--- src/pfr_pkg.sv ---
// Purpose: Shared constants and state types of the two-channel sensor
//          frame receiver.
// Assumes: One 20 MHz clock; registers reached over classic Wishbone.
// Notes:   Summary of the block behaviour follows.
// Summary of operation
// RULE1 - Quiescent tracking continuous or frozen during frames.
// RULE2 - Fixed mode: level above quiescent plus delta.
// RULE3 - Dynamic mode: threshold follows received modulation amplitude.
// RULE4 - Software never mixes dynamic threshold and low power.
// RULE5 - Each channel tracks its own quiescent level.
// RULE6 - Ten microsecond supply cuts lose one frame.
// RULE7 - Slow, standard and fast bit rates supported.
// RULE8 - Two zero start bits open and synchronise frame.
// RULE9 - Check bits against measured start period or nominal.
// RULE10 - Over twenty percent timing deviation is Manchester error.
// RULE11 - Start, length, stop and edge faults raise error.
// RULE12 - Manchester error stores its error code instead.
// RULE13 - Per channel six entries of 28+3 bits.
// RULE14 - Per frame slot length and CRC/parity select.
// RULE15 - Checking off: forward data and check bits.
// RULE16 - Checking on: store payload or parity error code.
// RULE17 - One global checking select for all sensors.
// RULE18 - Store frame only after all bits arrived.
// RULE19 - Frame is start bits, data, parity or CRC.
// RULE20 - Data LSB first; check covers whole data region.
// RULE21 - Data length settable from 10 to 28; the code clamps to 8 to 28.
// RULE22 - Data region holds payloads, status, control, messaging.
// RULE23 - One independent decoder per channel, common clock.
// RULE24 - CRC uses standard polynomial and seed.
package pfr_pkg;
    // Clock and nominal bit rates, as printed.
    localparam int unsigned CLK_HZ = 20_000_000;
    localparam int unsigned RATE_SLOW_BPS = 83_300;
    localparam int unsigned RATE_STD_BPS = 125_000;
    localparam int unsigned RATE_FAST_BPS = 189_000;
    // Nominal bit periods in clock cycles.
    localparam logic [8:0] PER_SLOW = 9'(CLK_HZ / RATE_SLOW_BPS);
    localparam logic [8:0] PER_STD = 9'(CLK_HZ / RATE_STD_BPS);
    localparam logic [8:0] PER_FAST = 9'(CLK_HZ / RATE_FAST_BPS);
    // Timing tolerance in percent.
    localparam int unsigned TOL_PCT = 20;
    // Rate select codes.
    localparam logic [1:0] RATE_SLOW = 2'h0;
    localparam logic [1:0] RATE_STD = 2'h1;
    localparam logic [1:0] RATE_FAST = 2'h2;
    // Sample width and filter shifts.
    localparam int CUR_W = 10;
    localparam int FILT_SHIFT = 2;
    localparam int IQ_SHIFT = 10;
    localparam int AMP_SHIFT = 8;
    // Frame geometry.
    localparam int N_CH = 2;
    localparam int N_SLOT = 6;
    localparam int DATA_W = 28;
    localparam int CHK_W = 3;
    localparam int ENT_W = DATA_W + CHK_W;
    localparam logic [4:0] LEN_MIN = 5'h08;
    localparam logic [4:0] LEN_MAX = 5'h1C;
    localparam logic [4:0] LEN_RST = 5'h0A;
    localparam logic [CUR_W-1:0] DELTA_RST = 10'h040;
    // Error codes stored in the low bits of an entry.
    localparam logic [9:0] CODE_MANCH = 10'h1FC;
    localparam logic [9:0] CODE_PARITY = 10'h1F8;
    localparam logic [9:0] CODE_EMPTY = 10'h1F0;
    // Check polynomial x^3+x+1 and seed.
    localparam logic [2:0] CRC_SEED = 3'h7;
    // Register byte addresses.
    localparam logic [7:0] A_GCFG = 8'h00;
    localparam logic [7:0] A_TUNE = 8'h04;
    localparam logic [7:0] A_DELTA = 8'h08;
    localparam logic [7:0] A_STAT = 8'h0C;
    localparam logic [7:0] A_IQ = 8'h10;
    localparam logic [2:0] A_FCFG_HI = 3'h1;
    localparam logic [2:0] A_BUF0_HI = 3'h2;
    localparam logic [2:0] A_BUF1_HI = 3'h3;
    // Decoder states.
    typedef enum logic [1:0] {
        DEC_IDLE, DEC_START, DEC_DATA, DEC_QUIET
    } pfr_dec_e;
    // Per channel state.
    typedef struct packed {
        pfr_dec_e st;
        logic [CUR_W-1:0] filt;
        logic [CUR_W-1:0] iq;
        logic [CUR_W-1:0] amp;
        logic lvl;
        logic lvl_p;
        logic [8:0] cnt;
        logic [8:0] per;
        logic bnd;
        logic [4:0] nbit;
        logic [DATA_W-1:0] data;
        logic [CHK_W-1:0] chk;
        logic [2:0] crc;
        logic par;
        logic [2:0] slot;
        logic [N_SLOT-1:0][ENT_W-1:0] ent;
    } pfr_chan_s;
    // Whole block state.
    typedef struct packed {
        logic chk_on;
        logic [1:0] rate;
        logic measure;
        logic [N_CH-1:0] dyn;
        logic [N_CH-1:0] hold_dis;
        logic [N_CH-1:0][CUR_W-1:0] delta;
        logic [N_CH-1:0][N_SLOT-1:0][4:0] flen;
        logic [N_CH-1:0][N_SLOT-1:0] fcrc;
        logic ack;
        logic [31:0] rdat;
        pfr_chan_s [N_CH-1:0] ch;
    } pfr_state_s;
endpackage

--- src/pfr_frame_receiver.sv ---
// Purpose: Two-channel receive path: threshold, Manchester decode,
//          frame parse, check and per-slot receive entries.
// Assumes: Current samples are synchronous to mclk.
// Notes:   Registers are a classic Wishbone slave with one wait state.
//
// Our own choices: the Wishbone interface to the registers and the address map.
`timescale 1ns/1ns
module pfr_frame_receiver (
    input  wire logic                      mclk,
    input  wire logic                      rst_n,
    input  wire logic                      wb_cyc_i,
    input  wire logic                      wb_stb_i,
    input  wire logic                      wb_we_i,
    input  wire logic [7:0]                wb_adr_i,
    input  wire logic [3:0]                wb_sel_i,
    input  wire logic [31:0]               wb_dat_i,
    output logic                           wb_ack_o,
    output logic [31:0]                    wb_dat_o,
    input  wire logic [pfr_pkg::CUR_W-1:0] sensor_line_0_current,
    input  wire logic [pfr_pkg::CUR_W-1:0] sensor_line_1_current,
    input  wire logic                      sync_pulse_0,
    input  wire logic                      sync_pulse_1
);
    import pfr_pkg::*;

    ////////////////////////////////////////////////////////////////////
    // State and helpers.
    ////////////////////////////////////////////////////////////////////
    pfr_state_s state_q;          // All registered state.
    pfr_state_s state_d;          // Next state.
    logic [N_CH-1:0] com_v;       // Entry written this cycle.
    logic [N_CH-1:0] com_err;     // Written entry is a decode error.
    logic [CUR_W-1:0] cur [N_CH]; // Samples per channel.
    logic [N_CH-1:0] sync;        // Sync pulse per channel.

    assign cur[0] = sensor_line_0_current;
    assign cur[1] = sensor_line_1_current;
    assign sync = {sync_pulse_1, sync_pulse_0};
    assign wb_ack_o = state_q.ack;
    assign wb_dat_o = state_q.rdat;

    // First order tracking step; the shift sets the time constant.
    function automatic logic [CUR_W-1:0] trk(
        input logic [CUR_W-1:0] c,
        input logic [CUR_W-1:0] t,
        input int sh
    );
        logic signed [CUR_W+1:0] d;
        d = $signed({2'b00, t}) - $signed({2'b00, c});
        // Small rising gaps would shift to zero; step by one count instead.
        d = (d > 12'sh000 && (d >>> sh) == 12'sh000) ? 12'sh001 : d >>> sh;
        return c + d[CUR_W-1:0];
    endfunction

    // One serial step of the x^3+x+1 check register.
    function automatic logic [2:0] crc_step(
        input logic [2:0] c,
        input logic b
    );
        logic fb;
        fb = c[2] ^ b;
        return {c[1], c[0] ^ fb, fb}; // RULE24
    endfunction

    // Byte lane merge for partial writes.
    function automatic logic [31:0] wmerge(
        input logic [31:0] o,
        input logic [31:0] w,
        input logic [3:0] s
    );
        logic [31:0] r;
        r = o;
        for (int i = 0; i < 4; i++) begin
            if (s[i]) begin
                r[i*8 +: 8] = w[i*8 +: 8];
            end
        end
        return r;
    endfunction

    // Length field clamped to 8 to 28; the legal data region range is 10 to 28.
    function automatic logic [4:0] clamp_len(input logic [4:0] l);
        if (l < LEN_MIN) begin
            return LEN_MIN;
        end
        if (l > LEN_MAX) begin
            return LEN_MAX;
        end
        return l; // RULE21
    endfunction

    ////////////////////////////////////////////////////////////////////
    // Next state logic: bus first, then the channel decoders.
    ////////////////////////////////////////////////////////////////////
    // The bus read clear is applied before the decoders so that a frame
    // landing in the same cycle overwrites the clear and is not lost.
    always_comb begin
        logic req, csel, edg, b, ok, merr, fin;
        logic [31:0] rmux;
        logic [31:0] wv;
        logic [2:0] idx;
        logic [CUR_W:0] thr;
        logic [CUR_W-1:0] diff;
        logic [8:0] nom, lo, hi;
        logic [4:0] len, tot;
        logic [ENT_W-1:0] val;
        pfr_chan_s c, n;
        rmux = 32'h0;
        wv = 32'h0;
        idx = wb_adr_i[4:2];
        req = wb_cyc_i && wb_stb_i && !state_q.ack;
        thr = '0;
        diff = '0;
        nom = 9'h0;
        lo = 9'h0;
        hi = 9'h0;
        len = 5'h0;
        tot = 5'h0;
        csel = 1'b0;
        edg = 1'b0;
        b = 1'b0;
        ok = 1'b0;
        merr = 1'b0;
        fin = 1'b0;
        val = '0;
        c = '0;
        n = '0;
        com_v = '0;
        com_err = '0;
        state_d = state_q;
        state_d.ack = req;
        // Read multiplexer; unmapped addresses read as zero.
        if (wb_adr_i == A_GCFG) begin
            rmux[0] = state_q.chk_on;
        end else if (wb_adr_i == A_TUNE) begin
            rmux[1:0] = state_q.rate;
            rmux[2] = state_q.measure;
            rmux[5:4] = state_q.dyn;
            rmux[9:8] = state_q.hold_dis;
        end else if (wb_adr_i == A_DELTA) begin
            rmux[9:0] = state_q.delta[0];
            rmux[25:16] = state_q.delta[1];
        end else if (wb_adr_i == A_STAT) begin
            for (int k = 0; k < N_CH; k++) begin
                rmux[k*8 +: 2] = state_q.ch[k].st;
                rmux[k*8+2 +: 3] = state_q.ch[k].slot;
            end
        end else if (wb_adr_i == A_IQ) begin
            rmux[9:0] = state_q.ch[0].iq;
            rmux[25:16] = state_q.ch[1].iq;
        end else if (idx < 3'(N_SLOT) && wb_adr_i[1:0] == 2'h0) begin
            if (wb_adr_i[7:5] == A_FCFG_HI) begin
                rmux[4:0] = state_q.flen[0][idx];
                rmux[5] = state_q.fcrc[0][idx];
                rmux[20:16] = state_q.flen[1][idx];
                rmux[21] = state_q.fcrc[1][idx];
            end else if (wb_adr_i[7:5] == A_BUF0_HI) begin
                rmux[ENT_W-1:0] = state_q.ch[0].ent[idx];
            end else if (wb_adr_i[7:5] == A_BUF1_HI) begin
                rmux[ENT_W-1:0] = state_q.ch[1].ent[idx];
            end
        end
        wv = wmerge(rmux, wb_dat_i, wb_sel_i);
        // A taken request; reads of entries empty them.
        if (req && wb_we_i) begin
            if (wb_adr_i == A_GCFG) begin
                state_d.chk_on = wv[0]; // RULE17
            end else if (wb_adr_i == A_TUNE) begin
                state_d.rate = wv[1:0];
                state_d.measure = wv[2];
                state_d.dyn = wv[5:4];
                state_d.hold_dis = wv[9:8];
            end else if (wb_adr_i == A_DELTA) begin
                state_d.delta[0] = wv[9:0];
                state_d.delta[1] = wv[25:16];
            end else if (wb_adr_i[7:5] == A_FCFG_HI && idx < 3'(N_SLOT)
                         && wb_adr_i[1:0] == 2'h0) begin
                state_d.flen[0][idx] = clamp_len(wv[4:0]); // RULE14
                state_d.fcrc[0][idx] = wv[5];
                state_d.flen[1][idx] = clamp_len(wv[20:16]);
                state_d.fcrc[1][idx] = wv[21];
            end
        end else if (req) begin
            state_d.rdat = rmux;
            if (idx < 3'(N_SLOT) && wb_adr_i[1:0] == 2'h0) begin
                if (wb_adr_i[7:5] == A_BUF0_HI) begin
                    state_d.ch[0].ent[idx] = ENT_W'(CODE_EMPTY);
                end else if (wb_adr_i[7:5] == A_BUF1_HI) begin
                    state_d.ch[1].ent[idx] = ENT_W'(CODE_EMPTY);
                end
            end
        end
        // Each channel runs its own decoder from the common clock.
        for (int k = 0; k < N_CH; k++) begin // RULE23 RULE5
            c = state_q.ch[k];
            n = state_d.ch[k];
            merr = 1'b0;
            fin = 1'b0;
            n.filt = trk(c.filt, cur[k], FILT_SHIFT);
            // A one count per cycle tracking step keeps a short supply cut
            // from dragging the quiescent level far enough to miss frames.
            if (c.st == DEC_IDLE || state_q.hold_dis[k]) begin // RULE1
                n.iq = trk(c.iq, c.filt, IQ_SHIFT); // RULE6
            end
            // Amplitude follows the frame peaks and decays slowly.
            diff = (c.filt > c.iq) ? c.filt - c.iq : '0;
            if (c.st != DEC_IDLE && diff > c.amp) begin
                n.amp = diff; // RULE3
            end else begin
                n.amp = c.amp - (c.amp >> AMP_SHIFT);
            end
            if (n.amp < state_q.delta[k]) begin
                n.amp = state_q.delta[k];
            end
            if (state_q.dyn[k]) begin
                thr = {1'b0, c.iq} + {2'b00, c.amp[CUR_W-1:1]}; // RULE3
            end else begin
                thr = {1'b0, c.iq} + {1'b0, state_q.delta[k]}; // RULE2
            end
            n.lvl = {1'b0, c.filt} > thr;
            n.lvl_p = c.lvl;
            edg = c.lvl != c.lvl_p;
            n.cnt = (c.cnt == 9'h1FF) ? c.cnt : c.cnt + 9'h1;
            // Nominal period from the selected rate.
            unique case (state_q.rate) // RULE7
                RATE_SLOW: nom = PER_SLOW;
                RATE_FAST: nom = PER_FAST;
                default: nom = PER_STD;
            endcase
            len = state_q.flen[k][c.slot];
            csel = state_q.fcrc[k][c.slot];
            tot = len + (csel ? 5'h3 : 5'h1); // RULE19
            lo = (c.st == DEC_DATA) ? c.per : nom;
            hi = 9'((17'(lo) * (17'h64 + 17'(TOL_PCT))) / 17'h64);
            lo = 9'((17'(lo) * (17'h64 - 17'(TOL_PCT))) / 17'h64);
            unique case (c.st)
                DEC_IDLE: begin
                    // A rising mid-bit edge opens the first start bit.
                    if (edg && c.lvl) begin // RULE8
                        n.st = DEC_START;
                        n.cnt = 9'h0;
                        n.bnd = 1'b0;
                    end
                end
                DEC_START: begin
                    if (edg && !c.lvl && !c.bnd && c.cnt < lo) begin
                        n.bnd = 1'b1;
                    end else if (edg && c.lvl && c.cnt >= lo
                                 && c.cnt <= hi) begin
                        // Second zero start bit; lock the bit timing.
                        n.st = DEC_DATA; // RULE8
                        n.per = state_q.measure ? c.cnt : nom; // RULE9
                        n.cnt = 9'h0;
                        n.bnd = 1'b0;
                        n.nbit = 5'h0;
                        n.data = '0;
                        n.chk = '0;
                        n.crc = CRC_SEED; // RULE24
                        n.par = 1'b0;
                    end else if (edg || c.cnt > hi) begin
                        merr = 1'b1; // RULE11
                    end
                end
                DEC_DATA: begin
                    if (edg && c.cnt < lo) begin
                        // One bit-boundary edge may sit between mid edges.
                        if (c.bnd) begin
                            merr = 1'b1; // RULE10
                        end
                        n.bnd = 1'b1;
                    end else if (edg) begin
                        b = !c.lvl;
                        if (c.nbit >= tot) begin
                            merr = 1'b1; // RULE11
                        end else if (c.nbit < len) begin
                            n.data[c.nbit] = b; // RULE20
                            n.crc = crc_step(c.crc, b);
                            n.par = c.par ^ b;
                        end else begin
                            n.chk[2'(c.nbit - len)] = b;
                        end
                        n.nbit = c.nbit + 5'h1;
                        n.cnt = 9'h0;
                        n.bnd = 1'b0;
                    end else if (c.cnt > hi) begin
                        // Silence ends the frame; length and stop level.
                        if (c.nbit == tot && !c.lvl) begin
                            fin = 1'b1; // RULE18
                            n.st = DEC_IDLE;
                        end else begin
                            merr = 1'b1; // RULE11 RULE10
                        end
                    end
                end
                DEC_QUIET: begin
                    // Wait out the rest of a broken frame.
                    if (edg) begin
                        n.cnt = 9'h0;
                    end else if (c.cnt > hi) begin
                        n.st = DEC_IDLE;
                    end
                end
            endcase
            if (state_q.chk_on) begin
                ok = csel ? (c.crc == {c.chk[0], c.chk[1], c.chk[2]})
                          : (c.par == c.chk[0]);
                val = ok ? {3'b000, c.data}
                         : ENT_W'(CODE_PARITY); // RULE16
            end else begin
                val = {c.chk, c.data}; // RULE15 RULE22
            end
            if (merr) begin
                val = ENT_W'(CODE_MANCH); // RULE12
                n.st = DEC_QUIET;
                n.cnt = 9'h0;
            end
            if (merr || fin) begin
                n.ent[c.slot] = val; // RULE13
                n.slot = (c.slot == 3'(N_SLOT - 1)) ? 3'h0
                                                   : c.slot + 3'h1;
                com_v[k] = 1'b1;
                com_err[k] = merr;
            end
            if (sync[k]) begin
                n.slot = 3'h0;
            end
            state_d.ch[k] = n;
        end
        // Synchronous reset values.
        if (!rst_n) begin
            state_d = '0;
            state_d.rate = RATE_STD;
            for (int k = 0; k < N_CH; k++) begin
                state_d.delta[k] = DELTA_RST;
                state_d.ch[k].st = DEC_IDLE;
                state_d.ch[k].amp = DELTA_RST;
                state_d.ch[k].per = PER_STD;
                state_d.ch[k].crc = CRC_SEED;
                for (int s = 0; s < N_SLOT; s++) begin
                    state_d.flen[k][s] = LEN_RST;
                    state_d.ch[k].ent[s] = ENT_W'(CODE_EMPTY);
                end
            end
        end
    end

    ////////////////////////////////////////////////////////////////////
    // State register.
    ////////////////////////////////////////////////////////////////////
    // Reset is folded into the next state, so this is a plain register.
    always_ff @(posedge mclk) begin
        state_q <= state_d;
    end
endmodule

--- config.mk ---
export PLATFORM = sky130hd
export DESIGN_NAME = pfr_frame_receiver
export DESIGN_NICKNAME = d
export VERILOG_FILES = /design/src/pfr_pkg.sv /design/src/pfr_frame_receiver.sv
export SDC_FILE = /design/constraint.sdc
export NUM_CORES = 2
export LEC_CHECK = 0
export BUFFER_PORTS_ARGS = -buffer_cell sky130_fd_sc_hd__buf_2
export CAP_MARGIN = 5
export CORE_AREA = 2 2 281 283
export DETAILED_ROUTE_END_ITERATION = 10
export DIE_AREA = 0 0 283 285
export GPL_TIMING_DRIVEN = 0
export PLACE_DENSITY = 0.79
export SYNTH_ARGS = -nofsm -noshare
export SYNTH_HDL_FRONTEND = slang
export SYNTH_SLANG_ARGS = --single-unit
export TNS_END_PERCENT = 10
--- constraint.sdc ---
create_clock -name mclk -period 16.9 [get_ports mclk]
set_clock_uncertainty 0.05 [all_clocks]
set_input_delay 1.69 -clock mclk [delete_from_list [all_inputs] [get_ports mclk]]
set_output_delay 1.69 -clock mclk [all_outputs]
set_load 0.05 [all_outputs]
**Word level (Yosys, flattened, before mapping)**

Cells that the tools add are included.

- Equality and inequality tests: 64
- Multiplexer cells: 268
- Magnitude comparators: 43
- Multiply operators: 4
- Reduce and logical (&&, ||, !) cells: 82
- Add/sub/neg operators: 26
- Divide/modulo/power cells: 4
- Bitwise operators: 18

Operator list:

| kind | count |
|---|---|
| two-way mux 186 bit | 11 |
| two-way mux 31 bit | 19 |
| bitwise mux 186 bit | 2 |
| bitwise AND 156 bit | 2 |
| demux 31 bit (select 3 bit) | 3 |
| two-way mux 10 bit | 19 |
| binary-select mux 31 bit (select 3 bit) | 2 |
| two-way mux 40 bit | 4 |
| one-hot mux 40 bit (2 select lines) | 2 |
| inverter 156 bit | 1 |
| two-way mux 5 bit | 27 |
| two-way mux 59 bit | 2 |
| two-way mux 9 bit | 13 |
| two-way mux 28 bit | 4 |
| two-way mux 41 bit | 2 |
| two-way mux 1 bit | 73 |
| one-hot mux 9 bit (4 select lines) | 2 |
| two-way mux 35 bit | 2 |
| divider 16 x 7 -> 17 bit, second input constant | 4 |
| binary-select mux 5 bit (select 3 bit) | 4 |
| bitwise mux 30 bit | 2 |
| OR 30 bit | 2 |
| bitwise mux 28 bit | 2 |
| two-way mux 18 bit | 3 |
| other kinds (86) | 302 |

- Input bits: 71
- Output and inout port bits: 33
- Logic and storage cells: 574
- Flip-flop bits (word level): 696

**Depth between registers and ports, before layout**

- Depth in word-level cells: 44
- Mapped depth: 73
- Gate-level depth less buffers: 64

**Worst setup path before layout**

No wires, ideal clock.

- Path kind: register to register
- Start point: register state_q[562] (netlist name)
- End point: register state_q[386] (netlist name)
- Setup time: 128 ps
- Path buffers: 6
- Stages on the path, launching flop included: 70
- Clock period less this slack: 12956 ps
- Path slack: 3944 ps
- Arrival time: 12779 ps
- Data required time: 16722 ps
- Path through: dfxtp_1 > inv_1 > ha_1 > nor2_1 > a21o_1 > clkbuf_1 > clkinv_1 > ha_1 > ha_1 > inv_1 > fa_1 > inv_1 > ha_1 > a21o_1 > and4_1 > or3_1 > and2_1 > buf_2 > [... 34 more ...] > o21ai_0 > nand2b_1 > a21oi_1 > a41oi_1 > nor2_1 > nand2_1 > nand3b_1 > nand2_1 > nand2_1 > a221o_1 > and2_1 > nand2b_1 > or2_2 > clkbuf_1 > clkbuf_1 > clkbuf_1 > a31oi_1 > nor2_1

- Cells in the longest elaborated chain, start to end: 13
- Elaborated cells between the ends (all ways): 31
- Classes of those cells: mul: 2; div: 2; order compare: 4; eq/ne: 2; mux: 15; reduce/logical: 6

Ends and longest elaborated chain:

| item | RTL line | text |
|---|---|---|
| start, declared | pfr_frame_receiver.sv:29 | `pfr_state_s state_q;` |
| start signal, assigned | pfr_frame_receiver.sv:352 | `state_q <= state_d;` |
| == test 2 bit | n/a |  |
| two-way mux 9 bit | pfr_frame_receiver.sv:233 | `lo = (c.st == DEC_DATA) ? c.per : nom;` |
| multiplier 9 x 4 -> 13 bit or multiplier 9 x 3 -> 12 bit (tied branches) | pfr_frame_receiver.sv:234, pfr_frame_receiver.sv:235 |  |
| divider 16 x 7 -> 17 bit, on equally long branches | pfr_frame_receiver.sv:234, pfr_frame_receiver.sv:235 |  |
| greater-than comparator 9 bit or >= comparator 9 bit (tied branches) | pfr_frame_receiver.sv:260, pfr_frame_receiver.sv:285, pfr_frame_receiver.sv:248 |  |
| logical OR 1 bit or logical AND 1 bit (tied branches) | pfr_frame_receiver.sv:260, pfr_frame_receiver.sv:248 |  |
| two-way mux 1 bit or logical AND 1 bit (tied branches) | pfr_frame_receiver.sv:260, pfr_frame_receiver.sv:249 |  |
| two-way mux 1 bit | pfr_frame_receiver.sv:248 | `end else if (edg && c.lvl && c.cnt >= lo` |
| two-way mux 1 bit | pfr_frame_receiver.sv:246 | `if (edg && !c.lvl && !c.bnd && c.cnt < lo) begin` |
| one-hot mux 1 bit (2 select lines) | pfr_frame_receiver.sv:236 | `unique case (c.st)` |
| two-way mux 31 bit | pfr_frame_receiver.sv:312 | `if (merr) begin` |
| bitwise mux 186 bit | pfr_frame_receiver.sv:318 | `n.ent[c.slot] = val;` |
| two-way mux 186 bit (*) | pfr_frame_receiver.sv:317 | `if (merr \|\| fin) begin` |

Mark *: on every way between the ends. The rest lies on a longest branch, timed or not.
A chain may end at the register's enable or synchronous reset.

**Final worst setup path**

- Start point: register state_q[280] (netlist name)
- End point: register state_q[210] (netlist name)

- Cells in the longest elaborated chain, start to end: 9
- Elaborated cells between the ends (all ways): 23
- Classes of those cells: mul: 2; div: 2; order compare: 3; eq/ne: 8; mux: 2; reduce/logical: 6

Ends and longest elaborated chain:

| item | RTL line | text |
|---|---|---|
| == test 2 bit | n/a |  |
| two-way mux 9 bit | pfr_frame_receiver.sv:233 |  |
| multiplier 9 x 3 -> 12 bit | pfr_frame_receiver.sv:235 | `lo = 9'((17'(lo) * (17'h64 - 17'(TOL_PCT))) / 17'h64);` |
| divider 16 x 7 -> 17 bit | pfr_frame_receiver.sv:235 |  |
| >= comparator 9 bit | pfr_frame_receiver.sv:248 |  |
| logical AND 1 bit | pfr_frame_receiver.sv:248 |  |
| logical AND 1 bit | pfr_frame_receiver.sv:249 | `&& c.cnt <= hi) begin` |
| inequality test 2 bit (no source line) | n/a |  |
| AND reduction 7 bit (no source line) | n/a |  |

Several ways; a longest one is shown, not always the timed one.

==> results.py <==
metrics = {
    "run_status": {
        "status": "finished with violations",
        "violations": "max-capacitance violations, max-slew violations",
    },
    "drt": {
        "drc": 0,
        "viasPerCell": 6.65,
        "wl_mm": 185,
        "num_vias": 51635,
        "drt-wirelength-per-cell_um": 23.8,
        "drtAntennaViolNets": 0,
        "dr.pass1.iters": 9,
        "dr.first_iter.drc_count": 6226,
    },
    "synth": {
        "synth_area_leaders": "dfxtp_1 (28%), nor2_1 (8.1%), ha_1 (8.0%)",
        "synth_mux_area_frac": 0.0738,
        "synthAdderAreaFrac": 0.0958,
        "synth_top_family_by_area": "compound AO/OA/AOI/OAI gates",
        "synth_cell_types": 137,
        "synth_top_area_share": 0.278,
        "synth_edf_count": 0,
        "synth-xor-area-share": 0.0348,
        "synth.most_common_cell": "nor2_1",
        "ys_ff_latch": 696,
        "synth_top_area_cell": "dfxtp_1",
        "synth_compound_area_frac": 0.246,
        "synthesis.area_um2": 50100,
        "syn_area_per_cell_um2": 7.74,
        "synthSimpleGateAreaFrac": 0.213,
        "synth_async_sr_flop_share": 0,
        "syn_nets": 6899,
        "syn_inst": 6470,
        "ys_warn_count": 0,
        "synth_common_cells": "nor2_1 (1,082), dfxtp_1 (696), nand2_1 (525)",
        "yosysSeqAreaShare": 0.278,
        "synth_ff_type": "dfxtp_1",
    },
    "power": {
        "p_leak_nw": 21.4,
        "vdd_ir_drop_max_mv": 0.162,
        "cellPowerDensity_nw_per_um2": 118,
        "total_power_mw": 6.47,
    },
    "place": {
        "io_buffers": 85,
        "gp_congestion": 1.03,
        "dp.cells": 7607,
        "dp_hpwl_mm": 140,
    },
    "timing": {
        "report.final.slew_viol_count": 15,
        "worst_pin_slew_ns": 1.61,
        "fin_crit_ns": 16.12,
        "hold_violations": 0,
        "post-route-period-util": 0.954,
        "fmax_mhz": 62.0,
        "maxSlewHeadroom": -0.0730,
        "rsz0062_at_grt": "yes",
        "setup_violations": 0,
        "timing.setup.tns_ns": 0,
    },
    "critical_path": {
        "worstPathArrival_ns": 16.63,
        "worstSetupPathDepth": 65,
        "critPathRequiredTime_ns": 17.41,
        "critPathBufInv": 12,
        "cpPeakStageDelay_ns": 0.61,
        "crit_fanout": 10,
        "cp_top_family": "compound AO/OA/AOI/OAI gates",
        "worstSetupStartpointType": "register",
        "setup.worst_path.class": "register to register",
        "worstSetupEndpointType": "register",
        "crit_slowest_cell": "buf_1",
        "reg2reg_depth": 65,
        "cp_common_cell": "o21ai_0",
    },
    "final_layout": {
        "area_growth_pct": 9.43,
        "drive_above_1_share": 0.0834,
        "stdcell_count": 7762,
        "fin_nets": 7070,
        "regArea_um2": 13900,
        "num-fill-cells": 6516,
        "multi_input_area_um2": 33300,
    },
    "flow_run": {
        "cap_violations": 3,
    },
    "floorplan": {
        "row_count": 103,
        "fp.dieH_um": 285,
        "die_w_um": 283,
        "core_area_um2": 78000,
        "io_pins": 104,
        "die_area_um2": 80700,
        "start_util": 0.643,
    },
    "global_routing": {
        "grt_pass1_wl_mm": 279,
        "grt.overflow.total": 0,
        "grt_max_degree": 15,
        "grt_pass1_vias": 47687,
        "antenna_found_initial": 14,
        "grt_use_total": 0.440,
    },
    "clock_network": {
        "cts_tree": "done",
        "insertion_delay_ns": 0.66,
        "cts.path.max_buffers": 3,
        "clock_sinks": 696,
        "root_buffer": "clkbuf_16",
        "cts_made_buffers": 76,
        "cts-htree-levels": 3,
        "path_clk_slew_ns": 0.06,
        "hold_buffers": 0,
    },
    "hold_path": {
        "hp-class": "register to register",
        "hold_depth": 2,
    },
}
## worst register-to-register path, delay by kind of cell, from the launching register on
| kind | cells | cell delay, ns |
|---|---|---|
| fa+ha+maj | 6 | 1.75 |
| mux | 1 | 0.37 |
| flops | 1 | 0.39 |
| compound gates | 28 | 6.35 |
| buf+inv | 12 | 3.05 |
| simple gates | 17 | 3.93 |
| xor+xnor | 1 | 0.17 |
## what timing repair did
item / 4_1_cts / 5_1_grt
pin swaps: 0 / 1
resized for setup: 3 / 31
cloned: 0 / 0
setup buffers: 0 / 2
setup endpoints to repair: 188 / 450
## report_power, final
part           switching [mW]  internal [mW]  total [mW]
Clock                   0.754           1.10        1.86
Sequential              0.123           1.73        1.85
Combinational            1.63           1.13        2.76
Total                    2.51           3.96        6.47
## cell families after synthesis
logic type,Yosys count
AND/OR/NAND/NOR,2353
AO/OA/AOI/OAI,1869
buffers and inverters,737
flip-flops,696
adder cells (fa/ha/maj),363
multiplexers,258
XOR/XNOR,193
other,1
## state kept, by name, summed over array words and instances (netlist names)
| signal | flops |
|---|---|
| wb_ack_o | 1 |
| wb_dat_o | 31 |
| state_q | 664 |
## worst paths after layout
| kind | startpoint | end | slack [ns] |
|---|---|---|---|
| hold reg to reg | wb_dat_o[5] | wb_dat_o[5] | 0.41 |
| hold / removal | wb_dat_o[5] | wb_dat_o[5] | 0.41 |
| setup / recovery | state_q[280] | state_q[210] | 0.78 |
| setup reg to reg | state_q[280] | state_q[210] | 0.78 |
## area by class of cell
type / count / share of cell area
plain buffers: 422 / 0.0327
repair buffers: 94 / 0.00945
inverters: 314 / 0.0215
clock buffers: 108 / 0.0394
multi-input cells: 5037 / 0.607
diodes: 9 / 0.000411
flip-flops and latches: 696 / 0.254
well taps: 1050 / 0.0240
clock inverters: 32 / 0.0112
## layout by cell type, fill, tap and decap left out, types with 42 or more instances in the layout
cell type     n
inv_1       307
dfxtp_1     696
a21o_1      102
o21a_1       46
nand3b_1     46
buf_2       106
a211oi_1     64
nor3_1      104
xor2_1       64
o211ai_1    107
nand2_1     525
clkbuf_1    345
o22ai_1      60
clkbuf_16    76
nor2b_1      69
mux2i_1     145
nor2_1     1081
nand2b_1     86
and2_1       66
ha_1        322
o21ai_0     300
nand4_1      42
mux4_2       86
a31oi_1     343
xnor2_1     123
a21oi_1     462
nand3_1     133
## through the flow
step | hold WS, ns | setup slack [ns] | cell area (um2) | utilization
CTS | 0.405 | 0.0736 | 54700 | 0.701
global placement | 0.397 | -0.557 | 51800 | 0.665
floorplan | 0.382 | 3.94 | 50100 | -
detailed placement | 0.398 | -0.795 | 51900 | 0.665
global route | 0.427 | -0.0372 | 54800 | 0.703
finish | 0.409 | 0.781 | 54800 | 0.703
## per-layer routing
layer | vias to the layer above | track usage | part of all wire
met5 | - | 0 | 0.00046
met4 | 12 | 0.316 | 0.083
met3 | 748 | 0.102 | 0.11
met2 | 3090 | 0.665 | 0.42
met1 | 24272 | 0.553 | 0.38
li1 | 23513 | - | -
Note: power is estimated with default switching activity, not from simulation.
